### src/imb_pkg.sv
/*
 * Package for the interrupt mask bank: register offsets, reset values,
 * field positions and the carrier structs shared by the bank and its users.
 * Assumes an 8-bit register space reached through the serial register port.
 */
package imb_pkg;

    // ------------------------------------------------------------------
    // Register offsets
    // ------------------------------------------------------------------
    localparam logic [7:0] IMB_EVENT_WAKE_IRQ_MASK_OFS = 8'h56;
    localparam logic [7:0] IMB_SUPPLY_THERMAL_IRQ_MASK_OFS = 8'h57;
    localparam logic [7:0] IMB_ERROR_FAILSAFE_IRQ_MASK_OFS = 8'h58;
    localparam logic [7:0] IMB_BUS_FAULT_IRQ_MASK_OFS = 8'h59;
    localparam logic [7:0] IMB_RESERVED_IRQ_FIRST_OFS = 8'h5a;
    localparam logic [7:0] IMB_RESERVED_IRQ_LAST_OFS = 8'h5f;

    // ------------------------------------------------------------------
    // Reset values and writable-bit masks
    // ------------------------------------------------------------------
    localparam logic [7:0] IMB_EVENT_WAKE_RESET = 8'hff;
    localparam logic [7:0] IMB_SUPPLY_THERMAL_RESET = 8'h1f;
    localparam logic [7:0] IMB_ERROR_FAILSAFE_RESET = 8'ha0;
    localparam logic [7:0] IMB_BUS_FAULT_RESET = 8'h7f;
    localparam logic [7:0] IMB_RESERVED_READ = 8'h00;
    localparam logic [7:0] IMB_SUPPLY_THERMAL_WMASK = 8'h1f;
    localparam logic [7:0] IMB_ERROR_FAILSAFE_WMASK = 8'he0;
    localparam logic [7:0] IMB_BUS_FAULT_WMASK = 8'h7f;

    // ------------------------------------------------------------------
    // Field positions
    // ------------------------------------------------------------------
    localparam int IMB_WATCHDOG_EVENT_BIT = 7;
    localparam int IMB_BUS_WAKEUP_BIT = 6;
    localparam int IMB_LOCAL_WAKE_BIT = 5;
    localparam int IMB_WAKE_ERROR_BIT = 4;
    localparam int IMB_FRAME_COUNTER_OVERFLOW_BIT = 3;
    localparam int IMB_BUS_SILENCE_BIT = 2;
    localparam int IMB_BUS_TIMEOUT_BIT = 1;
    localparam int IMB_STUCK_DOMINANT_BIT = 0;
    localparam int IMB_SERIAL_PORT_ERROR_BIT = 7;
    localparam int IMB_SELECTIVE_WAKE_ERROR_BIT = 6;
    localparam int IMB_FAILSAFE_ENTRY_BIT = 5;

    // ------------------------------------------------------------------
    // Carrier types: one byte per mask or flag register, and the decoded register request
    // ------------------------------------------------------------------
    typedef struct packed {
        logic [7:0] event_wake;
        logic [7:0] supply_thermal;
        logic [7:0] error_failsafe;
        logic [7:0] bus_fault;
    } imb_irq_bytes_t;

    typedef struct packed {
        logic wr_en;
        logic rd_en;
        logic [7:0] addr;
        logic [7:0] wdata;
    } imb_reg_req_t;

endpackage

### src/imb_interrupt_mask_bank.sv
/*
 * Interrupt mask bank: four mask registers, a reserved block that reads
 * zero, the live selective-wake error status and the gated interrupt line.
 * Assumes the serial port delivers decoded one-cycle register requests on
 * clk, and that the flag registers sit outside and feed their levels in.
 */
// Function
// - Bit 7 of the first mask enables the watchdog event interrupt and resets to one.
// - Bits 6 and 5 of the first mask enable bus wake-up and local wake-up, both resetting to one.
// - Bits 4 and 3 of the first mask enable wake error and frame counter overflow, resetting to one.
// - Bits 2, 1 and 0 of the first mask enable bus silence, bus timeout and stuck dominant, resetting to one.
// - The second mask holds the five supply and thermal enables at bits 4..0, all resetting to one, upper bits zero.
// - Bit 7 of the third mask enables the serial-port error interrupt and resets to one.
// - Bit 6 of the third mask enables the selective-wake error interrupt and resets to zero.
// - Bit 5 of the third mask enables fail-safe entry, resets to one, and bits 4..0 read zero.
// - Bits 6..3 of the bus-fault mask enable termination open, lines shorted, high-to-battery and low-to-ground.
// - Bits 2..0 of the bus-fault mask enable bus open, ground short and battery short, and bit 7 reads zero.
// - After reset the masks read ff, 1f, a0 and, for the bus-fault mask, 7f.
// - The reserved range reads all zero and ignores writes.
// - Watchdog and bus-fault masks exist only with diagnostics, selective-wake masks only with selective wake.
// - A flag is cleared by writing one to it, and writing zero leaves it alone.
// - The selective-wake error flag is live, the OR of unconfigured enable and frame overflow, and blocks enabling.
`timescale 1ns/1ns

module imb_interrupt_mask_bank
#(
    parameter bit HAS_WATCHDOG_DIAG = 1'b1,
    parameter bit HAS_SELECTIVE_WAKE = 1'b1
)
(
    input wire logic clk,
    input wire logic resetn,
    input wire imb_pkg::imb_reg_req_t reg_req,
    output logic [7:0] reg_rdata,
    output logic reg_rvalid,
    input wire imb_pkg::imb_irq_bytes_t flags,
    input wire logic sw_enable_req,
    input wire logic sw_config_valid,
    input wire logic frame_ovf_flag,
    output logic selective_wake_error_flag,
    output logic sw_enable,
    output imb_pkg::imb_irq_bytes_t masks,
    output logic irq
);
    import imb_pkg::*;

    // ------------------------------------------------------------------
    // Variant masks
    // ------------------------------------------------------------------
    // Bits absent on a variant are held at zero and cannot be written.
    localparam logic [7:0] EV_PRESENT = {HAS_WATCHDOG_DIAG, 3'b111, HAS_SELECTIVE_WAKE, 3'b111};
    localparam logic [7:0] EF_PRESENT = {1'b1, HAS_SELECTIVE_WAKE, 6'h3f};
    localparam logic [7:0] BF_PRESENT = {8{HAS_WATCHDOG_DIAG}};

    imb_irq_bytes_t mask_q;
    imb_irq_bytes_t mask_d;
    logic [7:0] rdata_q;
    logic [7:0] rdata_d;
    logic rvalid_q;
    logic rvalid_d;
    logic irq_q;
    logic irq_d;
    logic sw_enable_q;
    logic sw_enable_d;
    imb_irq_bytes_t eff_flags;

    // Reserved-range decode, used only by the assertions
    function automatic logic is_reserved(input logic [7:0] a);
        is_reserved = (a >= IMB_RESERVED_IRQ_FIRST_OFS) && (a <= IMB_RESERVED_IRQ_LAST_OFS);
    endfunction

    // ------------------------------------------------------------------
    // Mask register writes
    // ------------------------------------------------------------------
    // Plain read/write masks; reserved bits are forced to zero on write
    always_comb
    begin
        mask_d = mask_q;
        if (reg_req.wr_en && reg_req.addr == IMB_EVENT_WAKE_IRQ_MASK_OFS)
        begin
            mask_d.event_wake = reg_req.wdata & EV_PRESENT;
        end
        else if (reg_req.wr_en && reg_req.addr == IMB_SUPPLY_THERMAL_IRQ_MASK_OFS)
        begin
            mask_d.supply_thermal = reg_req.wdata & IMB_SUPPLY_THERMAL_WMASK;
        end
        else if (reg_req.wr_en && reg_req.addr == IMB_ERROR_FAILSAFE_IRQ_MASK_OFS)
        begin
            mask_d.error_failsafe = reg_req.wdata & IMB_ERROR_FAILSAFE_WMASK & EF_PRESENT;
        end
        else if (reg_req.wr_en && reg_req.addr == IMB_BUS_FAULT_IRQ_MASK_OFS)
        begin
            mask_d.bus_fault = reg_req.wdata & IMB_BUS_FAULT_WMASK & BF_PRESENT;
        end
        // Reserved range and other addresses: no state changes
    end

    // Reset values, trimmed to the variant
    always_ff @(posedge clk or negedge resetn)
    begin
        if (!resetn)
        begin
            mask_q.event_wake <= IMB_EVENT_WAKE_RESET & EV_PRESENT;
            mask_q.supply_thermal <= IMB_SUPPLY_THERMAL_RESET;
            mask_q.error_failsafe <= IMB_ERROR_FAILSAFE_RESET & EF_PRESENT;
            mask_q.bus_fault <= IMB_BUS_FAULT_RESET & BF_PRESENT;
        end
        else
        begin
            mask_q <= mask_d;
        end
    end

    // ------------------------------------------------------------------
    // Read path
    // ------------------------------------------------------------------
    // Registered answer one cycle after the request
    always_comb
    begin
        rvalid_d = reg_req.rd_en;
        rdata_d = rdata_q;
        if (reg_req.rd_en)
        begin
            if (reg_req.addr == IMB_EVENT_WAKE_IRQ_MASK_OFS)
            begin
                rdata_d = mask_q.event_wake;
            end
            else if (reg_req.addr == IMB_SUPPLY_THERMAL_IRQ_MASK_OFS)
            begin
                rdata_d = mask_q.supply_thermal;
            end
            else if (reg_req.addr == IMB_ERROR_FAILSAFE_IRQ_MASK_OFS)
            begin
                rdata_d = mask_q.error_failsafe;
            end
            else if (reg_req.addr == IMB_BUS_FAULT_IRQ_MASK_OFS)
            begin
                rdata_d = mask_q.bus_fault;
            end
            else
            begin
                rdata_d = IMB_RESERVED_READ;
            end
        end
    end

    always_ff @(posedge clk or negedge resetn)
    begin
        if (!resetn)
        begin
            rdata_q <= 8'h00;
            rvalid_q <= 1'b0;
        end
        else
        begin
            rdata_q <= rdata_d;
            rvalid_q <= rvalid_d;
        end
    end

    // ------------------------------------------------------------------
    // Selective-wake error status and interrupt gating
    // ------------------------------------------------------------------
    // Live status, not sticky: it cannot be cleared while its cause stands
    assign selective_wake_error_flag = HAS_SELECTIVE_WAKE &&
        ((sw_enable_req && !sw_config_valid) || frame_ovf_flag);

    // The live error replaces the incoming bit so the line follows it
    always_comb
    begin
        eff_flags = flags;
        eff_flags.error_failsafe[IMB_SELECTIVE_WAKE_ERROR_BIT] = selective_wake_error_flag;
        // Masks only gate the line; flags set and clear by write-one outside
        irq_d = |(eff_flags & mask_q);
        sw_enable_d = sw_enable_req && !selective_wake_error_flag;
    end

    always_ff @(posedge clk or negedge resetn)
    begin
        if (!resetn)
        begin
            irq_q <= 1'b0;
            sw_enable_q <= 1'b0;
        end
        else
        begin
            irq_q <= irq_d;
            sw_enable_q <= sw_enable_d;
        end
    end

    assign reg_rdata = rdata_q;
    assign reg_rvalid = rvalid_q;
    assign masks = mask_q;
    assign irq = irq_q;
    assign sw_enable = sw_enable_q;
endmodule

### config.mk
export PLATFORM = sky130hd
export DESIGN_NAME = imb_interrupt_mask_bank
export DESIGN_NICKNAME = d
export VERILOG_FILES = /design/src/imb_pkg.sv /design/src/imb_interrupt_mask_bank.sv
export SDC_FILE = /design/constraint.sdc
export NUM_CORES = 1
export LEC_CHECK = 0
export ABC_AREA = 1
export ABC_CLOCK_PERIOD_IN_PS = 900
export BUFFER_PORTS_ARGS = -buffer_cell sky130_fd_sc_hd__buf_2
export CAP_MARGIN = 20
export CORE_MARGIN = 8
export CORE_UTILIZATION = 41
export DETAILED_ROUTE_END_ITERATION = 10
export PLACE_DENSITY = 0.76
export SLEW_MARGIN = 10
export SYNTH_ARGS = -nofsm -noshare
export SYNTH_HDL_FRONTEND = slang
export SYNTH_SLANG_ARGS = --single-unit
### constraint.sdc
create_clock -name clk -period 0.9 [get_ports clk]
set_clock_uncertainty 0.1 [all_clocks]
set_input_delay 0.09 -clock clk [delete_from_list [all_inputs] [get_ports clk]]
set_output_delay 0.09 -clock clk [all_outputs]
set_load 0.02 [all_outputs]
# Yosys cells after proc, flatten, opt, wreduce, memory -nomap -nowiden
# Cells that the tools add are included.
[classes] n_bitwise=4 n_eq_ne=4 n_reduce_logical=13 muxes=4
[op_table] operator="bitwise AND 32 bit" n=1
[op_table] operator="== test 8 x 7 -> 1 bit, second input constant" n=4
[op_table] operator="OR reduction 32 bit" n=1
[op_table] operator="two-way mux 8 bit" n=3
[op_table] operator="two-way mux 7 bit" n=1
[op_table] operator="logical AND 1 bit" n=6
[op_table] operator="AND reduction 4 bit" n=1
[op_table] operator="NOT 1 bit" n=3
[op_table] operator="AND reduction 3 bit" n=1
[op_table] operator="logical NOT 1 bit" n=2
[op_table] operator="AND reduction 2 bit" n=1
[op_table] operator="logical OR 1 bit" n=1
[word_totals] in_bits=55 regBits=34

# Logic depth before layout (Yosys ltp)
# Gate-level depths: netlist of the first run.
[depth] depth_word=5 ltp_mapped=9 ltp_nobuf=8

# Worst setup path before layout of the first run
# OpenSTA, ideal clock, no wires.
[synth_path] kind="register -> register" startpoint="register mask_q (netlist bit masks[24])" endpoint="register rdata_q[0] (netlist: reg_rdata[0])" setup_time_ns=0.065 required_ns=0.735 setup_slack_ns=-0.144 path_stages_with_launch=7 arrival_time_ns=0.879 path_cell_list="dfstp_2 > inv_1 > nand3_1 > nand2_1 > inv_1 > nand2_1 > nand2_1"
[synth_via] elab_chain_len=1
[synth_rtl] element="from (decl)" line="imb_interrupt_mask_bank.sv:55" rtl="imb_irq_bytes_t mask_q;"
[synth_rtl] element="from (signal assigned)" line="imb_interrupt_mask_bank.sv:110" rtl="mask_q <= mask_d;"
[synth_rtl] element="two-way mux 8 bit" line="imb_interrupt_mask_bank.sv:124" rtl="if (reg_req.addr == IMB_EVENT_WAKE_IRQ_MASK_OFS)"
[synth_rtl] element="to (signal assigned)" line="imb_interrupt_mask_bank.sv:156" rtl="rdata_q <= rdata_d;"
[synth_rtl] element="to (decl)" line="imb_interrupt_mask_bank.sv:57" rtl="logic [7:0] rdata_q;"
# Every way passes these cells.
# A chain may end at the register's enable or synchronous reset.

# Final worst setup path of the first run
[layout_path] startpoint="register mask_q (netlist bit masks[18])" endpoint="register irq_q (netlist: irq)"
[layout_via] elab_chain_len=2
[layout_rtl] element="bitwise AND 32 bit" line="imb_interrupt_mask_bank.sv:174" rtl="irq_d = |(eff_flags & mask_q);"
[layout_rtl] element="OR reduction 32 bit" line="imb_interrupt_mask_bank.sv:174"
[layout_rtl] element="named net irq_d" line="imb_interrupt_mask_bank.sv:62" rtl="logic irq_d;"
[layout_rtl] element="to (signal assigned)" line="imb_interrupt_mask_bank.sv:187" rtl="irq_q <= irq_d;"
[layout_rtl] element="to (decl)" line="imb_interrupt_mask_bank.sv:61" rtl="logic irq_q;"
# The timed path passes the listed nets, and every way through them passes these cells.

==> summary.md, run 1 <==
| Metric | Value |
|---|---|
| Sw Pwr | `1350 uW` |
| Status | `finished, violations left` |
| Routed Antenna Nets | `0` |
| Synth-to-layout area growth | `96.3%` |
| Maximum root-to-sink buffer count | `2` |
| Post-Synthesis Cells | `244` |
| Synthesis Warnings | `0` |
| Leakage Power | `0.00190 uW` |
| Critical Path AT | `1.40 ns` |
| DR vias | `2,399` |
| Worst path depth | `7` |
| Worst Path Buf+Inv | `1` |
| Slew Viols, Final | `0` |
| Routed vias/inst | `5.26` |
| CTS Sinks | `34` |
| Top-Level Pins | `99` |
| Starting density of the core | `41.7%` |
| CP max stage cell | `dfstp_2` |
| GRT Total Usage | `21.6%` |
| Clk_lat worst skew | `0.31 ns` |
| Pre-CTS setup slack | `-0.334 ns` |
| Power Density | `1100 mW/mm2` |
| Clock power frac | `29.9%` |
| EDFF count, synth | `0` |
| Clock input transition at the sequential cells of the worst setup and hold paths | `0.08 ns` |
| Fin crit share | `146%` |
| Die area | `0.00721 mm2` |
| Critical Path Sink Type | `flip-flop` |
| Endpoints failing hold | `0` |
| Critical Path Source Type | `flip-flop` |
| Failing checks | `negative setup slack` |
| Worst path required time | `0.99 ns` |
| Final WS setup | `-0.411 ns` |
| HPWL after DPL | `4650 um` |
| RSZ-0062 raised after global routing | `yes` |
| Yosys top cell area share | `29.7%` |
| Layout cells sized above 1 | `68.9%` |
| Synth cell count leaders | `85 x nand2_1, 30 x inv_1, 30 x nand3_1` |
| Tmin final | `1.31 ns` |
| Synth Area per Inst | `7.97 um2` |
| Chip height | `84.9 um` |
| Critical Path Start | `masks[18]$_DFFE_PN1P_` |
| Leading area contributor after synthesis | `dfstp_2` |
| Nets@finish | `456` |
| CP max FO | `3` |
| Routability congestion estimate | `0.843` |
| CTS tree | `done` |
| Critical path start-end classification | `flip-flop to flip-flop` |
| Tightest Hold Check Type | `primary input to flip-flop` |
| Rows | `25` |
| WL/cell | `19.4 um` |
| Setup violations, final | `66` |
| Netlist Area Pre-Place | `0.00195 mm2` |
| Vias in the first global route | `2,488` |
| Most numerous cell in the Yosys netlist | `nand2_1` |
| Int Power | `2850 uW` |
| Ys flop type | `dfstp_2` |
| CORE AREA | `0.00466 mm2` |
| 1st-pass router iterations | `5` |
| Reg-to-Reg Start | `masks[18]$_DFFE_PN1P_` |
| Flop pwr share | `40.9%` |
| Yosys cell types | `21` |
| Ys async rst share | `100%` |
| Drt first-iter violations | `197` |
| Congestion Overflow GR | `0` |
| H-tree depth | `2` |
| Hold Slack | `0.00677 ns` |
| Combinational share of power | `29.2%` |
| DRC | `0` |
| Cts bufs inserted | `5` |
| Worst path top cell family by delay | `simple AND/OR/NAND/NOR gates` |
| Initial antenna violation count | `0` |
| Pin count of the biggest net entering global routing | `26` |
| Register area share after synthesis | `45.1%` |
| ANT cells | `0` |
| Depth of the worst hold-timing path | `3` |
| Clock Tree Root | `clkbuf_8` |
| IR drop worst, VDD | `1300 uV` |
| Worst R2R Path Depth | `7` |
| Switching part of the total | `32.1%` |
| Post-synthesis register bit count | `34` |
| Crit-path cells | `buf_6 > nand2_4 > nand2_2 > nor2_1 > nand3_1 > nor2_2 > nand2_1` |
| Worst Hold Launch | `reg_req[3]` |
| Port Buffer Count | `79` |
| Top cells by area, synth | `dfstp_2 30%, nand2_1 16%, dfrtp_1 15%` |
| Max stage delay on crit path | `0.40 ns` |
| Max Cap Violations | `0` |
| Global-route wire length before repair | `12,200 um` |
| Fmax | `0.763 GHz` |
| WL final | `8850 um` |
| Die Width | `84.9 um` |
-- layout make-up --
type	count	area, um2
repair buffers	155	1450
multi-input cells	175	1180
clock buffers	6	82.6
well taps	54	67.6
flip-flops and latches	34	878
clock inverters	2	12.5
inverters	30	156
fillers	246	841
-- power by group through the flow --
| stage | Sequential, uW | Combinational [uW] | Clock [uW] |
|---|---|---|---|
| after floorplan | 1820 | 309 | 0 |
| after global placement | 1740 | 721 | 0 |
| after detailed placement | 1740 | 736 | 0 |
| after CTS | 1710 | 1080 | 1210 |
| after global routing | 1720 | 1290 | 1340 |
| final | 1720 | 1230 | 1250 |
-- logic make-up (layout without fill, tap and decap cells) --
kind of cell / after synthesis / count (layout) / share of synthesized area, %
flip-flops: 34 / 34 / 45.1
buffers and inverters: 44 / 193 / 11.6
other: 1 / 9 / 0.193
AO/OA/AOI/OAI: 24 / 24 / 9.07
AND/OR/NAND/NOR: 141 / 142 / 34.0
-- layout by cell type, fill, tap and decap left out, types with 5 or more instances in the layout --
master | Yosys | layout
buf_6 | 3 | 80
nand2_1 | 85 | 54
buf_2 | 0 | 45
nand2_2 | 4 | 27
dfstp_2 | 22 | 22
nand3_2 | 1 | 21
o21ai_2 | 15 | 21
inv_1 | 30 | 19
buf_4 | 10 | 14
dfrtp_1 | 12 | 12
dlygate4sd3_1 | 0 | 10
nand3_1 | 30 | 9
conb_1 | 1 | 9
nand2_4 | 0 | 7
nor2_1 | 11 | 7
clkbuf_8 | 0 | 6
nor2_2 | 1 | 5
buf_12 | 0 | 5
-- sequential cells by signal, indices dropped and copies added, names as in the netlist --
signal,count
masks,23
reg_rdata,8
irq,1
reg_rvalid,1
sw_enable,1
-- tightest hold or removal path: stages --
cell and delay (ns):
buf_2 0.10, inv_1 0.14, o21ai_2 0.08
-- path summary, 6_finish.rpt --
kind / endpoint / slack [ns]
hold reg to reg: reg_rdata[2]$_DFFE_PN0P_ / 0.42
hold / removal: masks[27]$_DFFE_PN1P_ / 0.007
setup reg to reg: irq$_DFF_PN0_ / -0.41
max in group asynchronous: masks[2]$_DFFE_PN1P_ / 0.14
min in group asynchronous: reg_rvalid$_DFF_PN0_ / 0.07
setup / recovery: irq$_DFF_PN0_ / -0.41
-- metal layers --
metal	vias to the layer above	wire length (um)	track usage [%]
met5	-	0	0
met4	0	433	12.8
met3	39	693	6.27
met2	144	4440	37.9
met1	1141	3280	22.3
li1	1075	-	-
-- stage by stage --
| stage | area [um2] | util, % | instances | setup TNS (ns) | total power, uW |
|---|---|---|---|---|---|
| floorplan | 2090 | - | 252 | -1.33 | 2130 |
| global placement | 2630 | 56.4 | 392 | -8.80 | 2460 |
| detailed placement | 2630 | 56.4 | 392 | -9.86 | 2470 |
| CTS | 3550 | 76.1 | 444 | -11.67 | 4000 |
| global route | 3820 | 82.0 | 456 | -15.07 | 4350 |
| finish | 3820 | 82.0 | 456 | -13.40 | 4200 |
-- what timing repair did --
| action | in CTS | in global routing |
|---|---|---|
| endpoints found under the hold margin | 32 | 0 |
| resized for setup | 143 | 42 |
| hold buffers | 10 | 0 |
| buffers inserted | 35 | 11 |
| pin swaps | 31 | 20 |
| setup endpoints to repair | 56 | 67 |
| cloned | 0 | 1 |
Power figures use the tool's default switching activity.
==> run 2, diff against run 1 <==
==> constraint.sdc (replaced) <==
create_clock -name clk -period 0.9 [get_ports clk]
set_clock_uncertainty 0.1 [all_clocks]
set_input_delay 0.09 -clock clk [delete_from_list [all_inputs] [get_ports clk]]
set_output_delay 0.09 -clock clk [all_outputs]
set_load 0.05 [all_outputs]
==> summary.md, run 2 (same netlist as run 1, synthesis figures left out) <==
| Metric | Value |
|---|---|
| Status | `finished, violations left` |
| Failing checks | `negative setup slack` |
| Layout cells sized above 1 | `64.7% (-4.2 points)` |
| Leakage Power | `0.00189 uW (-0.72%)` |
| Final instance area | `0.00378 mm2 (-0.95%)` |
| Port Buffer Count | `79 (unchanged)` |
| Routed vias/inst | `5.41 (+2.8%)` |
| Int Power | `2790 uW (-1.9%)` |
| Crit-path cells | `buf_6 > buf_8` |
| Fin crit share | `145% (-0.17 points)` |
| CP max stage cell | `dfstp_2` |
| Power Density | `1150 mW/mm2 (+5.0%)` |
| Setup violations, final | `66 (unchanged)` |
| Drt first-iter violations | `166 (-16%)` |
| Congestion Overflow GR | `0 (unchanged)` |
| Pin count of the biggest net entering global routing | `35 (+35%)` |
| Die area | `0.00721 mm2 (unchanged)` |
| Fmax | `0.764 GHz (+0.12%)` |
| Global-route wire length before repair | `12,500 um (+2.4%)` |
| ANT cells | `0 (unchanged)` |
| Slew Viols, Final | `0 (unchanged)` |
| Maximum root-to-sink buffer count | `2 (unchanged)` |
| Clock Tree Root | `clkbuf_8` |
| RSZ-0062 raised after global routing | `yes` |
| Vias in the first global route | `2,518 (+1.2%)` |
| Clock input transition at the sequential cells of the worst setup and hold paths | `0.08 ns (about the same)` |
| Total Power | `4370 uW (+4.0%)` |
| Reg-to-reg setup timing slack | `-0.37 ns (+0.04 ns)` |
| Die Width | `84.9 um (unchanged)` |
| Flop pwr share | `39.7% (-1.2 points)` |
| Switching part of the total | `36.0% (+3.9 points)` |
| Worst path required time | `0.71 ns (-0.28 ns)` |
| Dpl cells | `396 (+1.0%)` |
| Chip height | `84.9 um (unchanged)` |
| Worst Hold Launch | `reg_req[16]` |
| Worst reg2reg endpoint | `irq$_DFF_PN0_` |
| Sw Pwr | `1570 uW (+17%)` |
| Synth-to-layout area growth | `94.5%` |
| WL final | `9420 um (+6.4%)` |
| CORE AREA | `0.00466 mm2 (unchanged)` |
| Combinational share of power | `33.3% (+4.1 points)` |
| WL/cell | `20.8 um (+7.1%)` |
| Tmin final | `1.31 ns (-0.00152 ns)` |
| Final WS setup | `-0.409 ns (+0.00152 ns)` |
| Area after DPL | `0.00258 mm2 (-1.7%)` |
| Worst R2R Path Depth | `5 (-2)` |
| Max Cap Violations | `0 (unchanged)` |
| CTS Sinks | `34 (unchanged)` |
| Cts bufs inserted | `5 (unchanged)` |
| Tightest Hold Check Type | `primary input to flip-flop` |
| Starting density of the core | `41.7% (unchanged)` |
| H-tree depth | `2 (unchanged)` |
| DR vias | `2,449 (+2.1%)` |
| Hold EP | `reg_rdata[7]$_DFFE_PN0P_` |
| Setup TNS Final | `-14.80 ns (-1.40 ns)` |
| Routed Antenna Nets | `0 (unchanged)` |
| Worst Path Buf+Inv | `2 (+1)` |
| Max reg flops | `23 (unchanged)` |
| Initial antenna violation count | `0 (unchanged)` |
| Critical Path Sink Type | `output pin` |
| Non-Filler Instances | `453 (-0.66%)` |
| Worst path top cell family by delay | `flip-flops` |
| Critical path start-end classification | `flip-flop to output pin` |
| Commonest cells after routing, fill and taps aside | `57 x nand2_1, 50 x buf_6, 44 x buf_2` |
| 1st-pass router iterations | `5 (unchanged)` |
| CTS tree | `done` |
| Rows | `25 (unchanged)` |
| Nets@finish | `453 (-0.66%)` |
| Clk_lat worst skew | `0.30 ns (about the same)` |
| Reg-to-Reg Start | `masks[14]$_DFFE_PN0P_` |
| CP max FO | `2 (-1)` |
| Commonest non-fill, non-tap cell in the layout | `nand2_1` |
| Max stage delay on crit path | `0.57 ns (+0.17 ns)` |
| GRT Total Usage | `22.1% (+0.58 points)` |
| Critical Path Source Type | `flip-flop` |
| Endpoints failing hold | `0 (unchanged)` |
| Clock power frac | `27.0% (-2.9 points)` |
| DRC | `0 (unchanged)` |
| Depth of the worst hold-timing path | `3 (unchanged)` |
| IR drop worst, VDD | `943 uV (-28%)` |
| Critical Path AT | `1.12 ns (-0.28 ns)` |
| Routability congestion estimate | `0.879 (+4.3%)` |
| Top-Level Pins | `99 (unchanged)` |
| HPWL after DPL | `4680 um (+0.75%)` |
[run 2: through the flow]
step	hold WS, ns	setup slack (ns)	util, %
floorplan	-0.306	-0.270	-
global placement	-0.0398	-0.283	55.5
detailed placement	-0.0373	-0.289	55.5
CTS	-0.00253	-0.370	74.1
global route	0.0532	-0.425	81.2
finish	0.0305	-0.409	81.2
[run 2: per-layer routing]
layer  GRT usage, %  vias to the layer above  wire, um
li1               -                     1056         -
met2           40.7                      173      4710
met3           6.95                       53       848
met4           13.4                        0       560
met5              0                        -         0
met1           21.1                     1167      3300
[run 2: final cells by class]
| type | count | area [um2] |
|---|---|---|
| clock buffers | 6 | 72.6 |
| clock inverters | 2 | 13.8 |
| fillers | 227 | 877 |
| inverters | 30 | 115 |
| multi-input cells | 174 | 1150 |
| flip-flops and latches | 34 | 880 |
| well taps | 54 | 67.6 |
| repair buffers | 153 | 1480 |
[run 2: worst register-to-register path, delay by kind of cell, from the launching register on]
kind / cells / cell delay, ns
and+or+nand+nor: 3 / 0.39
buffers and inverters: 2 / 0.23
DFF: 1 / 0.44
[run 2: power by group through the flow]
stage / clock (uW) / combinational, uW / sequential, uW
6_report: 1180 / 1450 / 1730
2_1_floorplan: 0 / 340 / 2010
3_5_place_dp: 0 / 941 / 1730
5_1_grt: 1250 / 1510 / 1740
3_3_place_gp: 0 / 928 / 1730
4_1_cts: 1150 / 1270 / 1720
[run 2: how the worst max path moves through the flow]
stage	start	endpoint	cells after the start
2_1_floorplan	masks[24]$_DFFE_PN1P_	irq$_DFF_PN0_	6
3_3_place_gp	reg_req[15]	masks[14]$_DFFE_PN0P_	8
3_5_place_dp	reg_req[15]	masks[14]$_DFFE_PN0P_	8
4_1_cts	masks[30]$_DFFE_PN1P_	masks[30]	2
5_1_grt	masks[17]$_DFFE_PN1P_	masks[17]	2
6_report	masks[17]$_DFFE_PN1P_	masks[17]	2
[run 2: timing repair]
| action | CTS | global route |
|---|---|---|
| endpoints found under the setup margin | 53 | 67 |
| setup buffers | 26 | 13 |
| endpoints found under the hold margin | 56 | 0 |
| hold buffers | 11 | 0 |
| pin swaps | 15 | 17 |
| gates resized for setup | 142 | 60 |
| gates cloned | 0 | 0 |
==> run 3, diff against run 2 <==
--- a/config.mk
+++ b/config.mk
@@ -6,13 +6,13 @@
 export NUM_CORES = 1
 export LEC_CHECK = 0
 export ABC_AREA = 1
-export ABC_CLOCK_PERIOD_IN_PS = 900
+export ABC_CLOCK_PERIOD_IN_PS = 1400
 export BUFFER_PORTS_ARGS = -buffer_cell sky130_fd_sc_hd__buf_2
 export CAP_MARGIN = 20
 export CORE_MARGIN = 8
-export CORE_UTILIZATION = 41
+export CORE_UTILIZATION = 45
 export DETAILED_ROUTE_END_ITERATION = 10
-export PLACE_DENSITY = 0.76
+export PLACE_DENSITY = 0.79
 export SLEW_MARGIN = 10
 export SYNTH_ARGS = -nofsm -noshare
 export SYNTH_HDL_FRONTEND = slang
==> constraint.sdc (replaced) <==
create_clock -name clk -period 1.4 [get_ports clk]
set_clock_uncertainty 0.1 [all_clocks]
set_input_delay 0.14 -clock clk [delete_from_list [all_inputs] [get_ports clk]]
set_output_delay 0.14 -clock clk [all_outputs]
set_load 0.05 [all_outputs]
==> summary.md, run 3 (same netlist as run 1, synthesis figures left out) <==
| Metric | Value |
|---|---|
| Status | `completed` |
| HPWL after DPL | `4330 um (-7.5%)` |
| Max reg flops | `23 (unchanged)` |
| Worst reg2reg endpoint | `irq$_DFF_PN0_` |
| Tightest Hold Check Type | `primary input to flip-flop` |
| Commonest cells after routing, fill and taps aside | `85 x nand2_1, 68 x buf_2, 30 x inv_1, 30 x nand3_1, 22 x dfstp_2` |
| Maximum root-to-sink buffer count | `2 (unchanged)` |
| CTS tree | `done` |
| CTS Sinks | `34 (unchanged)` |
| Setup violations, final | `0 (-100%)` |
| Synth-to-layout area growth | `29.1%` |
| Reg-to-Reg Start | `masks[4]$_DFFE_PN1P_` |
| CP max FO | `4 (+2)` |
| Commonest non-fill, non-tap cell in the layout | `nand2_1` |
| Routed vias/inst | `4.74 (-12%)` |
| Global-route wire length before repair | `8750 um (-30%)` |
| Post-layout util | `58.9% (-22 points)` |
| Endpoints failing hold | `0 (unchanged)` |
| Max Cap Violations | `0 (unchanged)` |
| Fmax | `0.731 GHz` |
| Fillcell total | `399 (+76%)` |
| Port Buffer Count | `79 (unchanged)` |
| Crit-path cells | `buf_2` |
| Top-Level Pins | `99 (unchanged)` |
| Routability congestion estimate | `0.838 (-4.7%)` |
| Congestion Overflow GR | `0 (unchanged)` |
| Die Width | `81.8 um (-3.7%)` |
| Pin count of the biggest net entering global routing | `35 (unchanged)` |
| IR drop worst, VDD | `626 uV (-34%)` |
| Worst Hold Launch | `frame_ovf_flag` |
| Fin crit share | `97.7%` |
| Hold EP | `sw_enable$_DFF_PN0_` |
| ANT cells | `0 (unchanged)` |
| Starting density of the core | `45.6% (+3.9 points)` |
| Cts bufs inserted | `5 (unchanged)` |
| Depth of the worst hold-timing path | `4 (+1)` |
| Vias in the first global route | `1,898 (-25%)` |
| Max stage delay on crit path | `0.57 ns (about the same)` |
| CP max stage cell | `dfstp_2` |
| Worst path required time | `1.16 ns (+0.45 ns)` |
| Critical path start-end classification | `flip-flop to output pin` |
| Critical Path Source Type | `flip-flop` |
| Critical Path Sink Type | `output pin` |
| CORE AREA | `0.00426 mm2 (-8.5%)` |
| Slew Viols, Final | `0 (unchanged)` |
| Routed Antenna Nets | `0 (unchanged)` |
| Clock input transition at the sequential cells of the worst setup and hold paths | `0.07 ns (about the same)` |
| Clock Tree Root | `clkbuf_8` |
| Drt first-iter violations | `114 (-31%)` |
| Worst path top cell family by delay | `flip-flops` |
| RSZ-0062 raised after global routing | `no` |
| Power Density | `941 mW/mm2 (-18%)` |
| DR vias | `1,828 (-25%)` |
| 1st-pass router iterations | `4 (-1)` |
| Layout cells sized above 1 | `41.3% (-23 points)` |
| Worst Path Buf+Inv | `1 (-1)` |
| Reg-to-reg setup timing slack | `0.19 ns (+0.56 ns)` |
| Chip height | `81.8 um (-3.7%)` |
| GRT Total Usage | `16.8% (-5.4 points)` |
| H-tree depth | `2 (unchanged)` |
| Leakage Power | `0.00136 uW (-28%)` |
| Worst R2R Path Depth | `6 (+1)` |
| Die area | `0.00668 mm2 (-7.2%)` |
| Setup TNS Final | `0 ns (+14.80 ns)` |
| Critical Path AT | `1.13 ns (about the same)` |
| Nets@finish | `388 (-14%)` |
| Clk_lat worst skew | `0.28 ns (-0.02 ns)` |
| Tmin final | `1.37 ns` |
| Rows | `24 (-4.0%)` |
| Initial antenna violation count | `0 (unchanged)` |
| WL final | `5390 um (-43%)` |
| WL/cell | `14.0 um (-33%)` |
| DRC | `0 (unchanged)` |
[run 3: what timing repair did]
action | CTS | global route
setup endpoints to repair | 0 | 11
buffers inserted | 0 | 0
endpoints found under the hold margin | 16 | 0
hold buffers | 4 | 0
resized for setup | 0 | 11
[run 3: final cells by class]
class	instances	area [um2]	share of cell area, %
inverter	30	113	4.48
sequential	34	878	35.0
multi-input combinational	174	872	34.7
clock inverter	1	7.51	0.299
clock buffer	7	76.3	3.04
timing repair buffer	88	500	19.9
tap	52	65.1	2.59
[run 3: how the worst max path moves through the flow]
stage | to | from | slack (ns) | cells after the start
global placement | reg_rdata[3]$_DFFE_PN0P_ | reg_req[15] | 0.14 | 10
finish | masks[20] | masks[20]$_DFFE_PN1P_ | 0.03 | 1
global route | masks[28] | masks[28]$_DFFE_PN1P_ | 0.0003 | 1
detailed placement | reg_rdata[3]$_DFFE_PN0P_ | reg_req[15] | 0.13 | 10
CTS | masks[19] | masks[19]$_DFFE_PN1P_ | 0.009 | 1
floorplan | irq$_DFF_PN0_ | masks[24]$_DFFE_PN1P_ | 0.23 | 6
[run 3: per-layer routing]
metal  track usage, %  vias to the layer above  routed length [um]
met5                0                        -                   0
met4             6.84                        0                 121
met3             4.81                       11                 402
met2             28.8                       61                2830
met1             19.1                      831                2040
li1                 -                      925                   -
[run 3: per-stage QoR]
| stage | hold WS (ns) | std cells | cell area (um2) | setup WS [ns] | power [uW] |
|---|---|---|---|---|---|
| after floorplan | -0.256 | 252 | 1980 | 0.229 | 1510 |
| after global placement | 0.0783 | 374 | 2360 | 0.137 | 1660 |
| after detailed placement | 0.0844 | 374 | 2360 | 0.127 | 1670 |
| after CTS | 0.00396 | 386 | 2480 | 0.00890 | 2380 |
| after global routing | 0.0220 | 386 | 2510 | 0.000320 | 2480 |
| final | 0.0187 | 386 | 2510 | 0.0328 | 2360 |
[run 3: power breakdown]
| group | leakage [uW] | internal [uW] | switching [uW] |
|---|---|---|---|
| clock | 0.0000385 | 351 | 347 |
| sequential | 0.000387 | 1060 | 44.3 |
| combinational | 0.000932 | 152 | 412 |
| total | 0.00136 | 1560 | 804 |
